[src/rtl/flash_decode_pkg.sv]
// Purpose: shared constants for the serial flash command/address decoder
// Assumes: 25 MHz system clock, 528-byte page addressing
// Notes:   opcodes, field positions and power-up timing
package flash_decode_pkg;
  localparam int unsigned CLK_MHZ               = 25;
  localparam int unsigned SUPPLY_TO_SELECT_US   = 50;
  localparam int unsigned POWERUP_WRITE_MS      = 20;
  localparam int unsigned SUPPLY_TO_SELECT_CYC  = SUPPLY_TO_SELECT_US * CLK_MHZ;
  localparam int unsigned POWERUP_WRITE_CYC     = POWERUP_WRITE_MS * 1000 * CLK_MHZ;
  localparam int unsigned SCK_HALF_CYC          = 4;
  localparam int unsigned PAGE_W                = 12;
  localparam int unsigned BYTE_W                = 10;
  localparam int unsigned PAGE_MSB_POS          = 21;
  localparam int unsigned BYTE_MSB_POS          = 9;
  localparam int unsigned ADDR_BITS             = 24;
  localparam logic [3:0]  BLOCK_PAGE_BITS       = 4'h9;
  localparam logic [3:0]  SECTOR_PAGE_BITS      = 4'h4;
  localparam logic [7:0]  OP_READ_ARRAY         = 8'h03;
  localparam logic [7:0]  OP_FAST_READ          = 8'h0b;
  localparam logic [7:0]  OP_BLOCK_ERASE        = 8'h50;
  localparam logic [7:0]  OP_SECTOR             = 8'h7c;
  localparam logic [7:0]  OP_BUF1_WRITE         = 8'h84;
  localparam logic [7:0]  OP_BUF2_WRITE         = 8'h87;
  localparam logic [7:0]  OP_BUF1_READ_LF       = 8'hd1;
  localparam logic [7:0]  OP_PAGE_READ          = 8'hd2;
  localparam logic [7:0]  OP_BUF2_READ_LF       = 8'hd3;
  localparam logic [7:0]  OP_BUF1_READ          = 8'hd4;
  localparam logic [7:0]  OP_BUF2_READ          = 8'hd6;
  localparam logic [7:0]  OP_STATUS             = 8'hd7;
  localparam logic [7:0]  OP_LEGACY_READ        = 8'he8;
  localparam logic [7:0]  OP_ID_READ            = 8'h9f;
  localparam logic [7:0]  OP_DEEP_DOWN          = 8'hb9;
  localparam logic [7:0]  OP_RESUME             = 8'hab;
  localparam logic [2:0]  DUMMY_NONE            = 3'h0;
  localparam logic [2:0]  DUMMY_ONE             = 3'h1;
  localparam logic [2:0]  DUMMY_FOUR            = 3'h4;
endpackage

[src/rtl/flash_link_if.sv]
// Purpose: SPI link between host controller and flash decoder
// Assumes: released serial output reads high, as with a pull-up
// Notes:   one modport per party
`timescale 1ns/1ps
`default_nettype none
interface flash_link_if;
  logic cs_n;
  logic sck;
  logic si;
  logic so_o;
  logic so_oe;
  wire  so;
  assign so = so_oe ? so_o : 1'b1;
  modport host (output cs_n, output sck, output si, input so);
  modport device (input cs_n, input sck, input si, output so_o, output so_oe);
endinterface
`default_nettype wire

[src/rtl/flash_decode_dev.sv]
// Purpose: device end: decodes opcode and 528-byte page address
// Assumes: link pins asynchronous, sampled by two flops
// Notes:   por_i models the internal power-on reset level
`timescale 1ns/1ps
`default_nettype none
module flash_decode_dev #(
  parameter int unsigned WRITE_WAIT = flash_decode_pkg::POWERUP_WRITE_CYC
) (
  input  wire logic        mclk_i,
  input  wire logic        reset_i,
  input  wire logic        ce_i,
  input  wire logic        por_i,
  flash_link_if.device     link,
  output logic [7:0]       opcode_o,
  output logic [11:0]      page_o,
  output logic [9:0]       byte_o,
  output logic             cmd_valid_o,
  output logic             mode3_o,
  output logic             write_ok_o,
  output logic             standby_o
);
  typedef enum logic [1:0] {D_IDLE = 2'b00, D_OP = 2'b01, D_ADDR = 2'b11, D_DUMMY = 2'b10} dstate_t;
  logic [1:0]  cs_sync_reg, sck_sync_reg, si_sync_reg;
  logic [1:0]  cs_sync_next, sck_sync_next, si_sync_next;
  logic        cs_prev_reg, cs_prev_next, sck_prev_reg, sck_prev_next;
  dstate_t     st_reg, st_next;
  logic [23:0] sh_reg, sh_next;
  logic [5:0]  cnt_reg, cnt_next;
  logic [7:0]  op_reg, op_next;
  logic [2:0]  dummy_reg, dummy_next;
  logic [11:0] page_reg, page_next;
  logic [9:0]  byte_reg, byte_next;
  logic        valid_reg, valid_next, mode3_reg, mode3_next;
  logic [31:0] wcnt_reg, wcnt_next;
  logic        cs_fall, cs_rise, sck_rise, bit_in;
  logic [23:0] addr_full;
  logic [11:0] page_raw, page_mask;
  logic        op_no_addr;
  logic [1:0]  por_sync_reg, por_sync_next;

  ////////////////////////////////////////////////////////////
  always_comb begin
    por_sync_next = {por_sync_reg[0], por_i};
    cs_sync_next  = {cs_sync_reg[0], link.cs_n};
    sck_sync_next = {sck_sync_reg[0], link.sck};
    si_sync_next  = {si_sync_reg[0], link.si};
  end
  assign cs_fall  = cs_prev_reg & ~cs_sync_reg[1];
  assign cs_rise  = ~cs_prev_reg & cs_sync_reg[1];
  assign sck_rise = ~sck_prev_reg & sck_sync_reg[1] & ~cs_sync_reg[1];
  assign bit_in   = si_sync_reg[1];
  assign addr_full = {sh_reg[22:0], bit_in};
  assign page_raw  = addr_full[flash_decode_pkg::PAGE_MSB_POS -: flash_decode_pkg::PAGE_W];
  assign op_no_addr = (addr_full[7:0] == flash_decode_pkg::OP_ID_READ) ||
                      (addr_full[7:0] == flash_decode_pkg::OP_DEEP_DOWN) ||
                      (addr_full[7:0] == flash_decode_pkg::OP_RESUME) ||
                      (addr_full[7:0] == flash_decode_pkg::OP_STATUS);

  ////////////////////////////////////////////////////////////
  // page mask: buffer-only opcodes drop all, block/sector keep top bits
  always_comb begin
    page_mask = 12'hfff;
    unique case (op_reg)
      flash_decode_pkg::OP_BUF1_WRITE, flash_decode_pkg::OP_BUF2_WRITE,
      flash_decode_pkg::OP_BUF1_READ_LF, flash_decode_pkg::OP_BUF2_READ_LF,
      flash_decode_pkg::OP_BUF1_READ, flash_decode_pkg::OP_BUF2_READ: page_mask = 12'h000;
      flash_decode_pkg::OP_BLOCK_ERASE: page_mask = ~(12'hfff >> flash_decode_pkg::BLOCK_PAGE_BITS);
      flash_decode_pkg::OP_SECTOR: page_mask = ~(12'hfff >> flash_decode_pkg::SECTOR_PAGE_BITS);
      default: page_mask = 12'hfff;
    endcase
  end

  function automatic logic [2:0] dummy_of(input logic [7:0] op);
    if (op == flash_decode_pkg::OP_FAST_READ || op == flash_decode_pkg::OP_BUF1_READ ||
        op == flash_decode_pkg::OP_BUF2_READ) return flash_decode_pkg::DUMMY_ONE;
    if (op == flash_decode_pkg::OP_PAGE_READ || op == flash_decode_pkg::OP_LEGACY_READ)
      return flash_decode_pkg::DUMMY_FOUR;
    return flash_decode_pkg::DUMMY_NONE;
  endfunction

  ////////////////////////////////////////////////////////////
  always_comb begin
    cs_prev_next  = cs_sync_reg[1];
    sck_prev_next = sck_sync_reg[1];
    st_next       = st_reg;
    sh_next       = sh_reg;
    cnt_next      = cnt_reg;
    op_next       = op_reg;
    dummy_next    = dummy_reg;
    page_next     = page_reg;
    byte_next     = byte_reg;
    valid_next    = 1'b0;
    mode3_next    = mode3_reg;
    wcnt_next     = (wcnt_reg < WRITE_WAIT) ? wcnt_reg + 32'h1 : wcnt_reg;
    if (cs_fall) begin
      mode3_next = sck_sync_reg[1];
      st_next    = D_OP;
      cnt_next   = 6'h0;
    end else if (cs_rise) begin
      // a frame cut short leaves no valid pulse behind
      st_next = D_IDLE;
    end else if (sck_rise) begin
      sh_next  = addr_full;
      cnt_next = cnt_reg + 6'h1;
      unique case (st_reg)
        D_IDLE: ;
        D_OP: if (cnt_reg == 6'h7) begin
          op_next  = addr_full[7:0];
          cnt_next = 6'h0;
          if (op_no_addr) begin
            valid_next = 1'b1;
            st_next    = D_IDLE;
          end else begin
            dummy_next = dummy_of(addr_full[7:0]);
            st_next    = D_ADDR;
          end
        end
        D_ADDR: if (cnt_reg == 6'(flash_decode_pkg::ADDR_BITS - 1)) begin
          page_next = page_raw & page_mask;
          byte_next = addr_full[flash_decode_pkg::BYTE_MSB_POS:0];
          cnt_next  = 6'h0;
          if (dummy_reg == flash_decode_pkg::DUMMY_NONE) begin
            valid_next = 1'b1;
            st_next    = D_IDLE;
          end else st_next = D_DUMMY;
        end
        D_DUMMY: if (cnt_reg == 6'({dummy_reg, 3'h0} - 6'h1)) begin
          valid_next = 1'b1;
          st_next    = D_IDLE;
        end
      endcase
    end
  end

  ////////////////////////////////////////////////////////////
  always_ff @(posedge mclk_i or posedge reset_i) begin
    if (reset_i) begin
      por_sync_reg <= 2'h0;
      cs_sync_reg  <= 2'h3;
      sck_sync_reg <= 2'h3;
      si_sync_reg  <= 2'h0;
      cs_prev_reg  <= 1'b1;
      sck_prev_reg <= 1'b1;
      st_reg       <= D_IDLE;
      sh_reg       <= 24'h0;
      cnt_reg      <= 6'h0;
      op_reg       <= 8'h0;
      dummy_reg    <= 3'h0;
      page_reg     <= 12'h0;
      byte_reg     <= 10'h0;
      valid_reg    <= 1'b0;
      mode3_reg    <= 1'b1;
      wcnt_reg     <= 32'h0;
    end else if (ce_i) begin
      por_sync_reg <= por_sync_next;
      cs_sync_reg  <= cs_sync_next;
      sck_sync_reg <= sck_sync_next;
      si_sync_reg  <= si_sync_next;
      if (por_sync_reg[1]) begin
        // frame state, valid, mode and write counter held idle while power-on reset stands
        cs_prev_reg <= 1'b1;
        st_reg      <= D_IDLE;
        valid_reg   <= 1'b0;
        mode3_reg   <= 1'b1;
        wcnt_reg    <= 32'h0;
      end else begin
        cs_prev_reg  <= cs_prev_next;
        sck_prev_reg <= sck_prev_next;
        st_reg       <= st_next;
        sh_reg       <= sh_next;
        cnt_reg      <= cnt_next;
        op_reg       <= op_next;
        dummy_reg    <= dummy_next;
        page_reg     <= page_next;
        byte_reg     <= byte_next;
        valid_reg    <= valid_next;
        mode3_reg    <= mode3_next;
        wcnt_reg     <= wcnt_next;
      end
    end
  end

  ////////////////////////////////////////////////////////////
  assign link.so_o   = 1'b0;
  assign link.so_oe  = 1'b0;
  assign opcode_o    = op_reg;
  assign page_o      = page_reg;
  assign byte_o      = byte_reg;
  assign cmd_valid_o = valid_reg;
  assign mode3_o     = mode3_reg;
  assign write_ok_o  = (wcnt_reg >= WRITE_WAIT);
  assign standby_o   = (st_reg == D_IDLE) & cs_sync_reg[1];
endmodule
`default_nettype wire

[src/flat_wrapper.sv]
// flat-port wrapper written by rule: the top's interface ports become plain ports
module flash_decode_dev_flat 
#(
  parameter int unsigned WRITE_WAIT = flash_decode_pkg::POWERUP_WRITE_CYC
)
  (mclk_i, reset_i, ce_i, por_i, opcode_o, page_o, byte_o, cmd_valid_o, mode3_o, write_ok_o, standby_o, link_cs_n, link_sck, link_si, link_so_o, link_so_oe);
  flash_link_if link_i ();
  input  wire logic mclk_i;
  input  wire logic reset_i;
  input  wire logic ce_i;
  input  wire logic por_i;
  output logic [7:0] opcode_o;
  output logic [11:0] page_o;
  output logic [9:0] byte_o;
  output logic cmd_valid_o;
  output logic mode3_o;
  output logic write_ok_o;
  output logic standby_o;
  input wire logic [$bits(link_i.cs_n)-1:0] link_cs_n;
  input wire logic [$bits(link_i.sck)-1:0] link_sck;
  input wire logic [$bits(link_i.si)-1:0] link_si;
  output wire logic [$bits(link_i.so_o)-1:0] link_so_o;
  output wire logic [$bits(link_i.so_oe)-1:0] link_so_oe;
  assign link_i.cs_n = link_cs_n;
  assign link_i.sck = link_sck;
  assign link_i.si = link_si;
  assign link_so_o = link_i.so_o;
  assign link_so_oe = link_i.so_oe;
  flash_decode_dev #(.WRITE_WAIT(WRITE_WAIT)) u_core (.mclk_i(mclk_i), .reset_i(reset_i), .ce_i(ce_i), .por_i(por_i), .link(link_i), .opcode_o(opcode_o), .page_o(page_o), .byte_o(byte_o), .cmd_valid_o(cmd_valid_o), .mode3_o(mode3_o), .write_ok_o(write_ok_o), .standby_o(standby_o));
endmodule
[config.mk]
export PLATFORM = sky130hd
export DESIGN_NAME = flash_decode_dev_flat
export DESIGN_NICKNAME = d
export VERILOG_FILES = /design/src/rtl/flash_decode_pkg.sv /design/src/rtl/flash_link_if.sv /design/src/rtl/flash_decode_dev.sv /design/src/flat_wrapper.sv
export SDC_FILE = /design/constraint.sdc
export NUM_CORES = 1
export LEC_CHECK = 0
export ABC_AREA = 1
export BUFFER_PORTS_ARGS = -buffer_cell sky130_fd_sc_hd__buf_2
export CORE_ASPECT_RATIO = 1.4
export CORE_MARGIN = 4
export CORE_UTILIZATION = 60
export CTS_CLUSTER_SIZE = 14
export DETAILED_ROUTE_END_ITERATION = 16
export HOLD_SLACK_MARGIN = 0.03
export PLACE_DENSITY = 0.89
export SETUP_SLACK_MARGIN = 0.15
export SYNTH_ARGS = -nofsm -noshare
export SYNTH_HDL_FRONTEND = slang
export SYNTH_SLANG_ARGS = --single-unit
[constraint.sdc]
create_clock -name mclk_i -period 3.65 [get_ports mclk_i]
set_input_delay 0.365 -clock mclk_i [delete_from_list [all_inputs] [get_ports mclk_i]]
set_output_delay 0.365 -clock mclk_i [all_outputs]
set_load 0.02 [all_outputs]
==> results.yml, run 1 <==
run_status:
  status: "finished clean"
floorplanning:
  die_y_um: 119
  die_w_um: 87.0
  rows: 40
  initial_core_util: 0.613
  ioPinCount: 43
  core-area_um2: 8560
  dieArea_um2: 10300
logic_synthesis:
  synth.mux.area_fraction: 0.00191
  synthXorXnorAreaFrac: 0.0184
  synth_area_um2: 5240
  synth_seq_cells: 105
  yosysSeqAreaShare: 0.503
  synth.largest_area_cell: "dfrtp_1"
  synth-edff-count: 0
  async_flop_share: 1.00
  postSynthCellCount: 678
  synth_ff_type: "dfrtp_1"
  synth-simple-area-share: 0.292
  ys_top_cells_by_count: "nand2_1 (226), dfrtp_1 (98), inv_1 (73)"
  ys_types: 37
  yosys-top-cells-area: "dfrtp_1 (47%), nand2_1 (16%), inv_1 (5.2%)"
  ys.warnings.count: 0
  synth_top_area_frac: 0.468
  synthAdderAreaFrac: 0.0143
  syn_area_per_cell_um2: 7.73
  synth-compound-area-share: 0.0926
  synth_top_family_by_area: "simple AND/OR/NAND/NOR gates"
  synth.most_common_cell: "nand2_1"
timing:
  setup_tns_ps: 0
  fmax_mhz: 420
  worst_pin_slew_ps: 825
  fin_skew_ps: 9.76
  fin_crit_sh: 0.652
  layout_min_cycle_time_ps: 2380
  slew_headroom: 0.450
  hold_violations: 0
  rsz0062_at_grt: "false"
  drv_slew: 0
  setup_viol: 0
cts:
  cts_tree: "built"
  cts_buffers: 9
  cts_buffer_depth: 2
  postCtsHoldBufs: 0
  cts_num_sinks: 105
  root_buffer: "clkbuf_16"
  htreeDepth: 3
  ctsResizeCount: 0
  post-cts-setup-buffer-count: 0
  clock_latency_ps: 350
  path_clk_slew_ps: 80
layout:
  drive_above_1_share: 0.114
  finish.instance_area_um2: 5810
  fin_nets: 726
  final_util: 0.678
  largest_register_ffs: 32
  fin_cells: 823
  antenna_cells: 0
  syn_to_final_growth_pct: 10.7
power_and_ir_drop:
  leakage_nw: 2.93
  p_per_area_nw_per_um2: 469
  peakVddDrop_mv: 0.335
critical_path:
  crit_chain: "inv_2 -> nand2_2 -> nor2_2 -> nand2_2 -> nor2_4 -> nand3_1 -> nand2_1 -> nand2_1 -> nand2_1"
  worstPathArrival_ps: 2670
  cp-start-kind: "register"
  r2r_start: "u_core.por_sync_reg[1]$_DFFE_PP0P_"
  worstSetupStartpoint: "u_core.por_sync_reg[1]$_DFFE_PP0P_"
  crit_top_cell: "nand2_1"
  critPathBufInv: 1
  cp_slowest_stage_delay_ps: 640
  path_delay_family: "simple AND/OR/NAND/NOR gates"
  cp_slowest_cell: "dfrtp_1"
  path_class: "register to register"
  critPathRequiredTime_ps: 3940
  cp_max_fo: 36
  worst_setup_path_end_kind: "register"
global_routing:
  grt_max_degree: 71
  grt_pass1_wl_mm: 19.2
  antenna_found_initial: 0
  grt-ovfl-total: 0
  grt_usage: 0.234
  grt_pass1_vias: 4297
job:
  max_cap_viol_count: 0
routing:
  drt_iter0_markers: 388
  drt_pass1_iterations: 5
  wl_per_cell_um: 13.6
  drc_errors: 0
  num_vias: 4495
  route.final.wire_length_mm: 11.2
  postRouteAntennaNets: 0
  via_per_inst: 5.46
place:
  placed_cell_area_um2: 5480
  routabilityCongestion: 0.904
  place.port_buffers: 40
  dp.cells: 807
  hpwl_mm: 8.10
worst_hold_path:
  hold_path.class: "primary input to async pin"
-- through the flow --
stage          setup slack (ps)  power, W  hold slack [ps]
2_1_floorplan               536   0.00161              442
3_3_place_gp               1400   0.00170              455
3_5_place_dp               1280   0.00171              456
4_1_cts                    1260   0.00273              203
5_1_grt                    1000   0.00285              211
6_report                   1270   0.00272              189
-- power breakdown --
group	switching, W	internal, W	leakage (nW)	total (W)
Sequential	0.000100	0.00127	1.41	0.00137
Clock	0.000441	0.000583	0.160	0.00102
Combinational	0.000227	0.000103	1.35	0.000329
-- routing by layer --
metal  track usage  vias to the layer above  share of wire
met5             0                        -              0
met4         0.107                        0          0.028
met3        0.0467                       28          0.049
met2         0.403                      147           0.52
met1         0.274                     2103           0.40
li1              -                     2217              -
-- placed cells by master, fill, tap and decap left out, types with 2 or more instances in the layout --
master and n:
inv_2 3, inv_8 2, o22ai_1 2, nor3b_1 2
xnor2_1 2, a21boi_0 4, nand3_1 42, nand2_2 5
inv_1 72, nor2_1 69, conb_1 2, o21bai_1 3
dfstp_2 7, buf_2 40, dfrtp_1 98, xor2_1 9
a21oi_1 16, nor2_2 2, clkbuf_16 9, nand4_1 9
nand2_1 226, o21ai_0 40, nor3_1 7, clkbuf_8 2
ha_1 6, buf_4 3, o21ai_1 22
-- worst reg2reg max path: stages, from the launching register on --
cell	delay, ps
dfrtp_1	640
inv_2	230
nand2_2	90
nor2_2	100
nand2_2	340
nor2_4	270
nand3_1	240
nand2_1	250
nand2_1	80
nand2_1	80
-- final timing paths --
path,end,slack (ps),cells past startpoint
setup / recovery,u_core.page_o[3]$_DFFE_PP0P_,1270,9
hold / removal,u_core.page_o[1]$_DFFE_PP0P_,190,2
setup reg to reg,u_core.page_o[3]$_DFFE_PP0P_,1270,9
hold reg to reg,u_core.sck_sync_reg[0]$_DFFE_PP1P_,460,2
max in group asynchronous,u_core.sck_prev_reg$_DFFE_PP1P_,2640,3
min in group mclk_i,u_core.cs_sync_reg[0]$_DFFE_PP1P_,210,3
-- kinds of logic after synthesis --
logic type      after synthesis
xor+xnor                     11
flops                       105
simple gates                367
fa+ha+maj                     6
other cells                   1
buf+inv                      96
compound gates               91
mux                           1
-- final cells by class --
type,instances,area (um^2)
Fill cell,662,2750
Sequential cell,105,2640
Multi-Input combinational cell,478,2200
Inverter,76,288
Clock buffer,11,253
Timing Repair Buffer,43,223
Tap cell,105,131
Clock inverter,5,70.1
(Power assumes the default switching activity.)
==> inputs of run 2 (changes only) <==
==> constraint.sdc (replaced) <==
create_clock -name mclk_i -period 2.2 [get_ports mclk_i]
set_input_delay 0.22 -clock mclk_i [delete_from_list [all_inputs] [get_ports mclk_i]]
set_output_delay 0.22 -clock mclk_i [all_outputs]
set_load 0.02 [all_outputs]
==> results.yml, run 2 (synthesis results as in run 1) <==
run_status:
  status: "finished clean"
layout:
  antenna_cells: 0
  fin_nets: 731
  final_util: 0.682
  syn_to_final_growth_pct: 11.2
  nFillCells: 642
  final_cell_mix: "nand2_1 (225), dfrtp_1 (98), inv_1 (72)"
  drive_above_1_share: 0.120
  mostFrequentLayoutCell: "nand2_1"
  fin_cells: 828
  largest_register_ffs: 32
routing:
  wl_met1_mm: 4.57
  wl_per_cell_um: 14.3
  drt_iter0_markers: 313
  num_vias: 4589
  dr_wl_met3_um: 548
  met2_length_mm: 6.24
  via_per_inst: 5.54
  postRouteAntennaNets: 0
  drt_pass1_iterations: 5
  drc_errors: 0
  highest_layer: "met4"
  route.final.wire_length_mm: 11.9
critical_path:
  worstPathArrival_ps: 2150
  path_class: "register to register"
  r2r_cells: 10
  cp-start-kind: "register"
  r2r-end: "u_core.page_o[7]$_DFFE_PP0P_"
  rrSetupSlack_ps: 340
  critPathRequiredTime_ps: 2490
  cp_max_fo: 7
  r2r_start: "u_core.cs_prev_reg$_DFFE_PP1P_"
  worst_setup_path_end_kind: "register"
timing:
  hold_violations: 0
  rsz0062_at_grt: "false"
  worst_pin_slew_ps: 543
  hold_ws_ps: 80.6
  setup_viol: 0
  fmax_mhz: 538
  slew_headroom: 0.637
  setup_tns_ps: 0
  fin_skew_ps: 6.82
  drv_slew: 0
  fin_crit_sh: 0.845
  layout_min_cycle_time_ps: 1860
floorplanning:
  die_w_um: 87.0
  die_y_um: 119
  ioPinCount: 43
  core-area_um2: 8560
  initial_core_util: 0.613
  dieArea_um2: 10300
  rows: 40
global_routing:
  grt_usage: 0.251
  grt_pass1_wl_mm: 20.8
  grt-ovfl-total: 0
  grt_pass1_vias: 4731
  antenna_found_initial: 0
  grt_max_degree: 45
cts:
  cts_num_sinks: 105
  post-cts-setup-buffer-count: 0
  root_buffer: "clkbuf_16"
  cts_buffers: 9
  htreeDepth: 3
  cts_tree: "built"
  clock_latency_ps: 350
  path_clk_slew_ps: 70
  cts_buffer_depth: 2
place:
  dp.cells: 811
  place.port_buffers: 40
  routabilityCongestion: 0.936
  hpwl_mm: 8.48
job:
  max_cap_viol_count: 0
power_and_ir_drop:
  fin_total_pwr_w: 0.00436
  peakVddDrop_mv: 0.603
  p_per_area_nw_per_um2: 748
  leakage_nw: 2.93
worst_hold_path:
  hold_path.class: "primary input to register"
  min_from: "por_i"
  min_to: "u_core.por_sync_reg[0]$_DFFE_PP0P_"
  holdPathStages: 3
[run 2: cell count changes in the layout (fill, tap and decap cells not counted), sizes merged]
cell | previous run | this run
clkbuf | 11 | 12
bufinv | 1 | 0
buf | 43 | 47
inv | 79 | 78
dlygate4sd3 | 0 | 1
clkinvlp | 0 | 1
[run 2: where the power goes]
| part | leakage, nW | total, W | switching (W) | internal [W] |
|---|---|---|---|---|
| clock | 0.138 | 0.00152 | 0.000709 | 0.000814 |
| sequential | 1.41 | 0.00226 | 0.000155 | 0.00210 |
| combinational | 1.38 | 0.000583 | 0.000404 | 0.000179 |
[run 2: what timing repair did]
action                     4_1_cts  5_1_grt
setup endpoints to repair        0       31
hold endpoints to repair        18        0
resized for setup                0        5
hold buffers                     1        0
[run 2: through the flow]
| step | setup slack (ps) | instance area (um^2) |
|---|---|---|
| after floorplan | 477 | 5250 |
| after global placement | 370 | 5530 |
| after detailed placement | 287 | 5530 |
| after CTS | 245 | 5820 |
| after global routing | 152 | 5830 |
| final | 341 | 5830 |
[run 2: layout make-up]
class                           instances  area, um^2  share of cell area
Timing Repair Buffer                   48         275              0.0472
Multi-Input combinational cell        478        2220               0.380
Tap cell                              105         131              0.0225
Inverter                               76         292              0.0500
Clock inverter                          4        35.0             0.00601
Clock buffer                           12         246              0.0423
Sequential cell                       105        2640               0.452
[run 2: how the worst max path moves through the flow]
stage	from	end	slack (ps)	cells after the start
final	u_core.cs_prev_reg$_DFFE_PP1P_	u_core.page_o[7]$_DFFE_PP0P_	340	10
after detailed placement	u_core.cs_prev_reg$_DFFE_PP1P_	u_core.page_o[5]$_DFFE_PP0P_	290	10
after global routing	u_core.wcnt_reg[12]$_DFFE_PP0P_	u_core.wcnt_reg[10]$_DFFE_PP0P_	150	11
after floorplan	u_core.cs_prev_reg$_DFFE_PP1P_	u_core.opcode_o[0]$_DFFE_PP0P_	480	10
after global placement	u_core.cs_prev_reg$_DFFE_PP1P_	u_core.page_o[3]$_DFFE_PP0P_	370	10
after CTS	u_core.cs_prev_reg$_DFFE_PP1P_	u_core.page_o[4]$_DFFE_PP0P_	250	10
[run 2: routing by layer]
metal / up-vias / track usage
met5: - / 0
met4: 0 / 0.142
met3: 46 / 0.0467
met2: 141 / 0.437
met1: 2187 / 0.278
li1: 2215 / -
[run 2: worst max-delay path, stage by stage, from the launching register on]
cell and delay [ps]:
dfstp_2 540, inv_1 50, ha_1 270, inv_1 60, nor2_2 120, nand2_2 120, nor2_4 220, nand4_1 170
nand2_2 150, nand2_1 60, nand2_1 50
==> inputs of run 3 (changes only) <==
--- a/config.mk
+++ b/config.mk
@@ -5,7 +5,7 @@
 export SDC_FILE = /design/constraint.sdc
 export NUM_CORES = 1
 export LEC_CHECK = 0
-export ABC_AREA = 1
+export ABC_AREA = 0
 export BUFFER_PORTS_ARGS = -buffer_cell sky130_fd_sc_hd__buf_2
 export CORE_ASPECT_RATIO = 1.4
 export CORE_MARGIN = 4
==> constraint.sdc (replaced) <==
create_clock -name mclk_i -period 1.9 [get_ports mclk_i]
set_input_delay 0.19 -clock mclk_i [delete_from_list [all_inputs] [get_ports mclk_i]]
set_output_delay 0.19 -clock mclk_i [all_outputs]
set_load 0.02 [all_outputs]
==> results.yml, run 3 <==
logic_synthesis:
  ys.warnings.count: 0
  synth-compound-area-share: 0.139
  ys_top_cells_by_count: "dfrtp_1 (98), nand2_1 (92), mux2_2 (24)"
  synth_ff_type: "dfrtp_1"
  synth_top_family_by_area: "simple AND/OR/NAND/NOR gates"
  async_flop_share: 1.00
  synth.largest_area_cell: "dfrtp_1"
  postSynthCellCount: 494
  ys_types: 71
  synth_area_um2: 5080
  synth.mux.area_fraction: 0.0591
  synthXorXnorAreaFrac: 0.00689
  yosysSeqAreaShare: 0.519
  syn_area_per_cell_um2: 10.3
  synth-simple-area-share: 0.222
  synth.most_common_cell: "dfrtp_1"
  yosys-top-cells-area: "dfrtp_1 (48%), nand2_1 (6.8%), mux2_2 (5.3%)"
  synthAdderAreaFrac: 0.0148
  synth-edff-count: 0
  synth_top_area_frac: 0.482
  synth_seq_cells: 105
floorplanning:
  ioPinCount: 43
  dieArea_um2: 10000
  initial_core_util: 0.620
  rows: 39
  die_y_um: 117
  core-area_um2: 8200
  die_w_um: 85.8
run_status:
  violations: "negative setup slack"
  status: "finished, violations left"
worst_hold_path:
  hold_path.class: "primary input to register"
routing:
  drt_iter0_markers: 538
  num_vias: 4730
  via_per_inst: 6.54
  wl_per_cell_um: 23.0
  postRouteAntennaNets: 0
  route.final.wire_length_mm: 16.6
  drc_errors: 0
  drt_pass1_iterations: 6
cts:
  cts_tree: "built"
  path_clk_slew_ps: 70
  clock_latency_ps: 360
  cts_buffers: 9
  cts_num_sinks: 105
  htreeDepth: 3
  root_buffer: "clkbuf_16"
  cts_buffer_depth: 2
critical_path:
  critPathRequiredTime_ps: 2190
  crit_chain: "o31ai_4 -> nand3_2 -> buf_6 -> a2111o_1 -> or4_4 -> nand3_4"
  worstPathArrival_ps: 2410
  cp_slowest_stage_delay_ps: 500
  worst_setup_path_end_kind: "register"
  critPathBufInv: 1
  cp_max_fo: 6
  cp-start-kind: "register"
  path_class: "register to register"
  path_delay_family: "compound AO/OA/AOI/OAI gates"
  cp_slowest_cell: "a2111o_1"
timing:
  fmax_mhz: 471
  hold_violations: 0
  hold_ws_ps: 66.1
  layout_min_cycle_time_ps: 2120
  final.setup.worst_slack_ps: -222
  slew_headroom: 0.626
  fin_skew_ps: 10.3
  drv_slew: 0
  fin_crit_sh: 1.12
  rsz0062_at_grt: "true"
  worst_pin_slew_ps: 561
  setup_viol: 45
power_and_ir_drop:
  clock_power_share: 0.311
  peakVddDrop_mv: 0.668
  leakage_nw: 3.33
  seqPwrFrac: 0.423
  p_sw_frac: 0.335
  p_per_area_nw_per_um2: 945
  power_frac_comb: 0.266
  p_switching_w: 0.00221
  p_int_w: 0.00438
layout:
  nFillCells: 382
  antenna_cells: 0
  largest_register_ffs: 32
  final_cell_mix: "dfrtp_1 (96), nand2_1 (89), buf_4 (75)"
  multi_input_area_um2: 2720
  mostFrequentLayoutCell: "dfrtp_1"
  fin_nets: 629
  final_util: 0.850
  drive_above_1_share: 0.417
  seqCellArea_um2: 2640
  syn_to_final_growth_pct: 37.0
global_routing:
  grt_pass1_wl_mm: 25.0
  antenna_found_initial: 0
  grt-ovfl-total: 0
  grt_usage: 0.327
  grt_max_degree: 47
  grt_pass1_vias: 4864
place:
  routabilityCongestion: 0.854
  hpwl_mm: 8.64
  place.port_buffers: 40
job:
  max_cap_viol_count: 0
==> run 3: cell count changes after synthesis, moves of 22 or more <==
cell and delta:
nor2_1 -49, mux2_2 +24, nand3_1 -25, o21ai_1 -22, inv_1 -54, nand2_1 -134
==> run 3: timing repair <==
action                                 in CTS  in global routing
hold buffers                                1                  0
gates resized for setup                    64                 53
setup endpoints to repair                  58                 62
endpoints found under the hold margin      14                  0
setup buffers                              23                  8
gates cloned                                1                  0
pin swaps                                  32                 16
==> run 3: power by group through the flow <==
| stage | Sequential, W | Clock, W | Combinational, W |
|---|---|---|---|
| finish | 0.00279 | 0.00205 | 0.00175 |
| global route | 0.00280 | 0.00213 | 0.00185 |
| CTS | 0.00273 | 0.00204 | 0.00147 |
| detailed placement | 0.00277 | 0 | 0.00130 |
| global placement | 0.00275 | 0 | 0.00122 |
| floorplan | 0.00269 | 0 | 0.000830 |
==> run 3: logic make-up (layout without fill, tap and decap cells) <==
logic type | count (synthesis) | count (layout)
compound gates | 90 | 90
mux | 27 | 27
xor+xnor | 4 | 4
fa+ha+maj | 6 | 6
other cells | 1 | 2
buf+inv | 49 | 175
flops | 105 | 105
simple gates | 212 | 212
==> run 3: path summary, 6_finish.rpt <==
check                                           startpoint                                  to  slack (ps)  cells after the start
setup / recovery            u_core.wcnt_reg[6]$_DFFE_PP0P_     u_core.wcnt_reg[16]$_DFFE_PP0P_        -220                      6
hold / removal                                       por_i  u_core.por_sync_reg[0]$_DFFE_PP0P_          70                      2
setup reg to reg            u_core.wcnt_reg[6]$_DFFE_PP0P_     u_core.wcnt_reg[16]$_DFFE_PP0P_        -220                      6
hold reg to reg            u_core.sck_prev_reg$_DFFE_PP1P_     u_core.sck_prev_reg$_DFFE_PP1P_         480                      2
max in group asynchronous                          reset_i  u_core.sck_sync_reg[1]$_DFFE_PP1P_         850                      4
min in group asynchronous                          reset_i        u_core.byte_o[3]$_DFFE_PP0P_         420                      3
==> run 3: area by class of cell <==
type                    instances  share of cell area
multi-input cells             341               0.390
flip-flops and latches        105               0.379
repair buffers                140               0.155
clock buffers                   9              0.0323
well taps                     102              0.0183
clock inverters                 7              0.0144
inverters                      19              0.0111
==> run 3: stage by stage <==
stage / area (um^2) / setup slack, ps / TNS [ps] / total power (W) / cells
6_report: 6970 / -222 / -3610 / 0.00659 / 723
3_5_place_dp: 5920 / -211 / -2670 / 0.00407 / 674
4_1_cts: 6710 / -141 / -1030 / 0.00625 / 715
2_1_floorplan: 5220 / -55.3 / -271 / 0.00352 / 495
5_1_grt: 6970 / -272 / -7500 / 0.00678 / 723
3_3_place_gp: 5920 / -49.2 / -175 / 0.00396 / 674
==> run 3: routing by layer <==
metal  track usage  share of wire  up-vias
met5             0              0        -
met4         0.260          0.075        0
met3        0.0707          0.053      110
met2         0.569           0.52      286
met1         0.341           0.35     2323
li1              -              -     2011
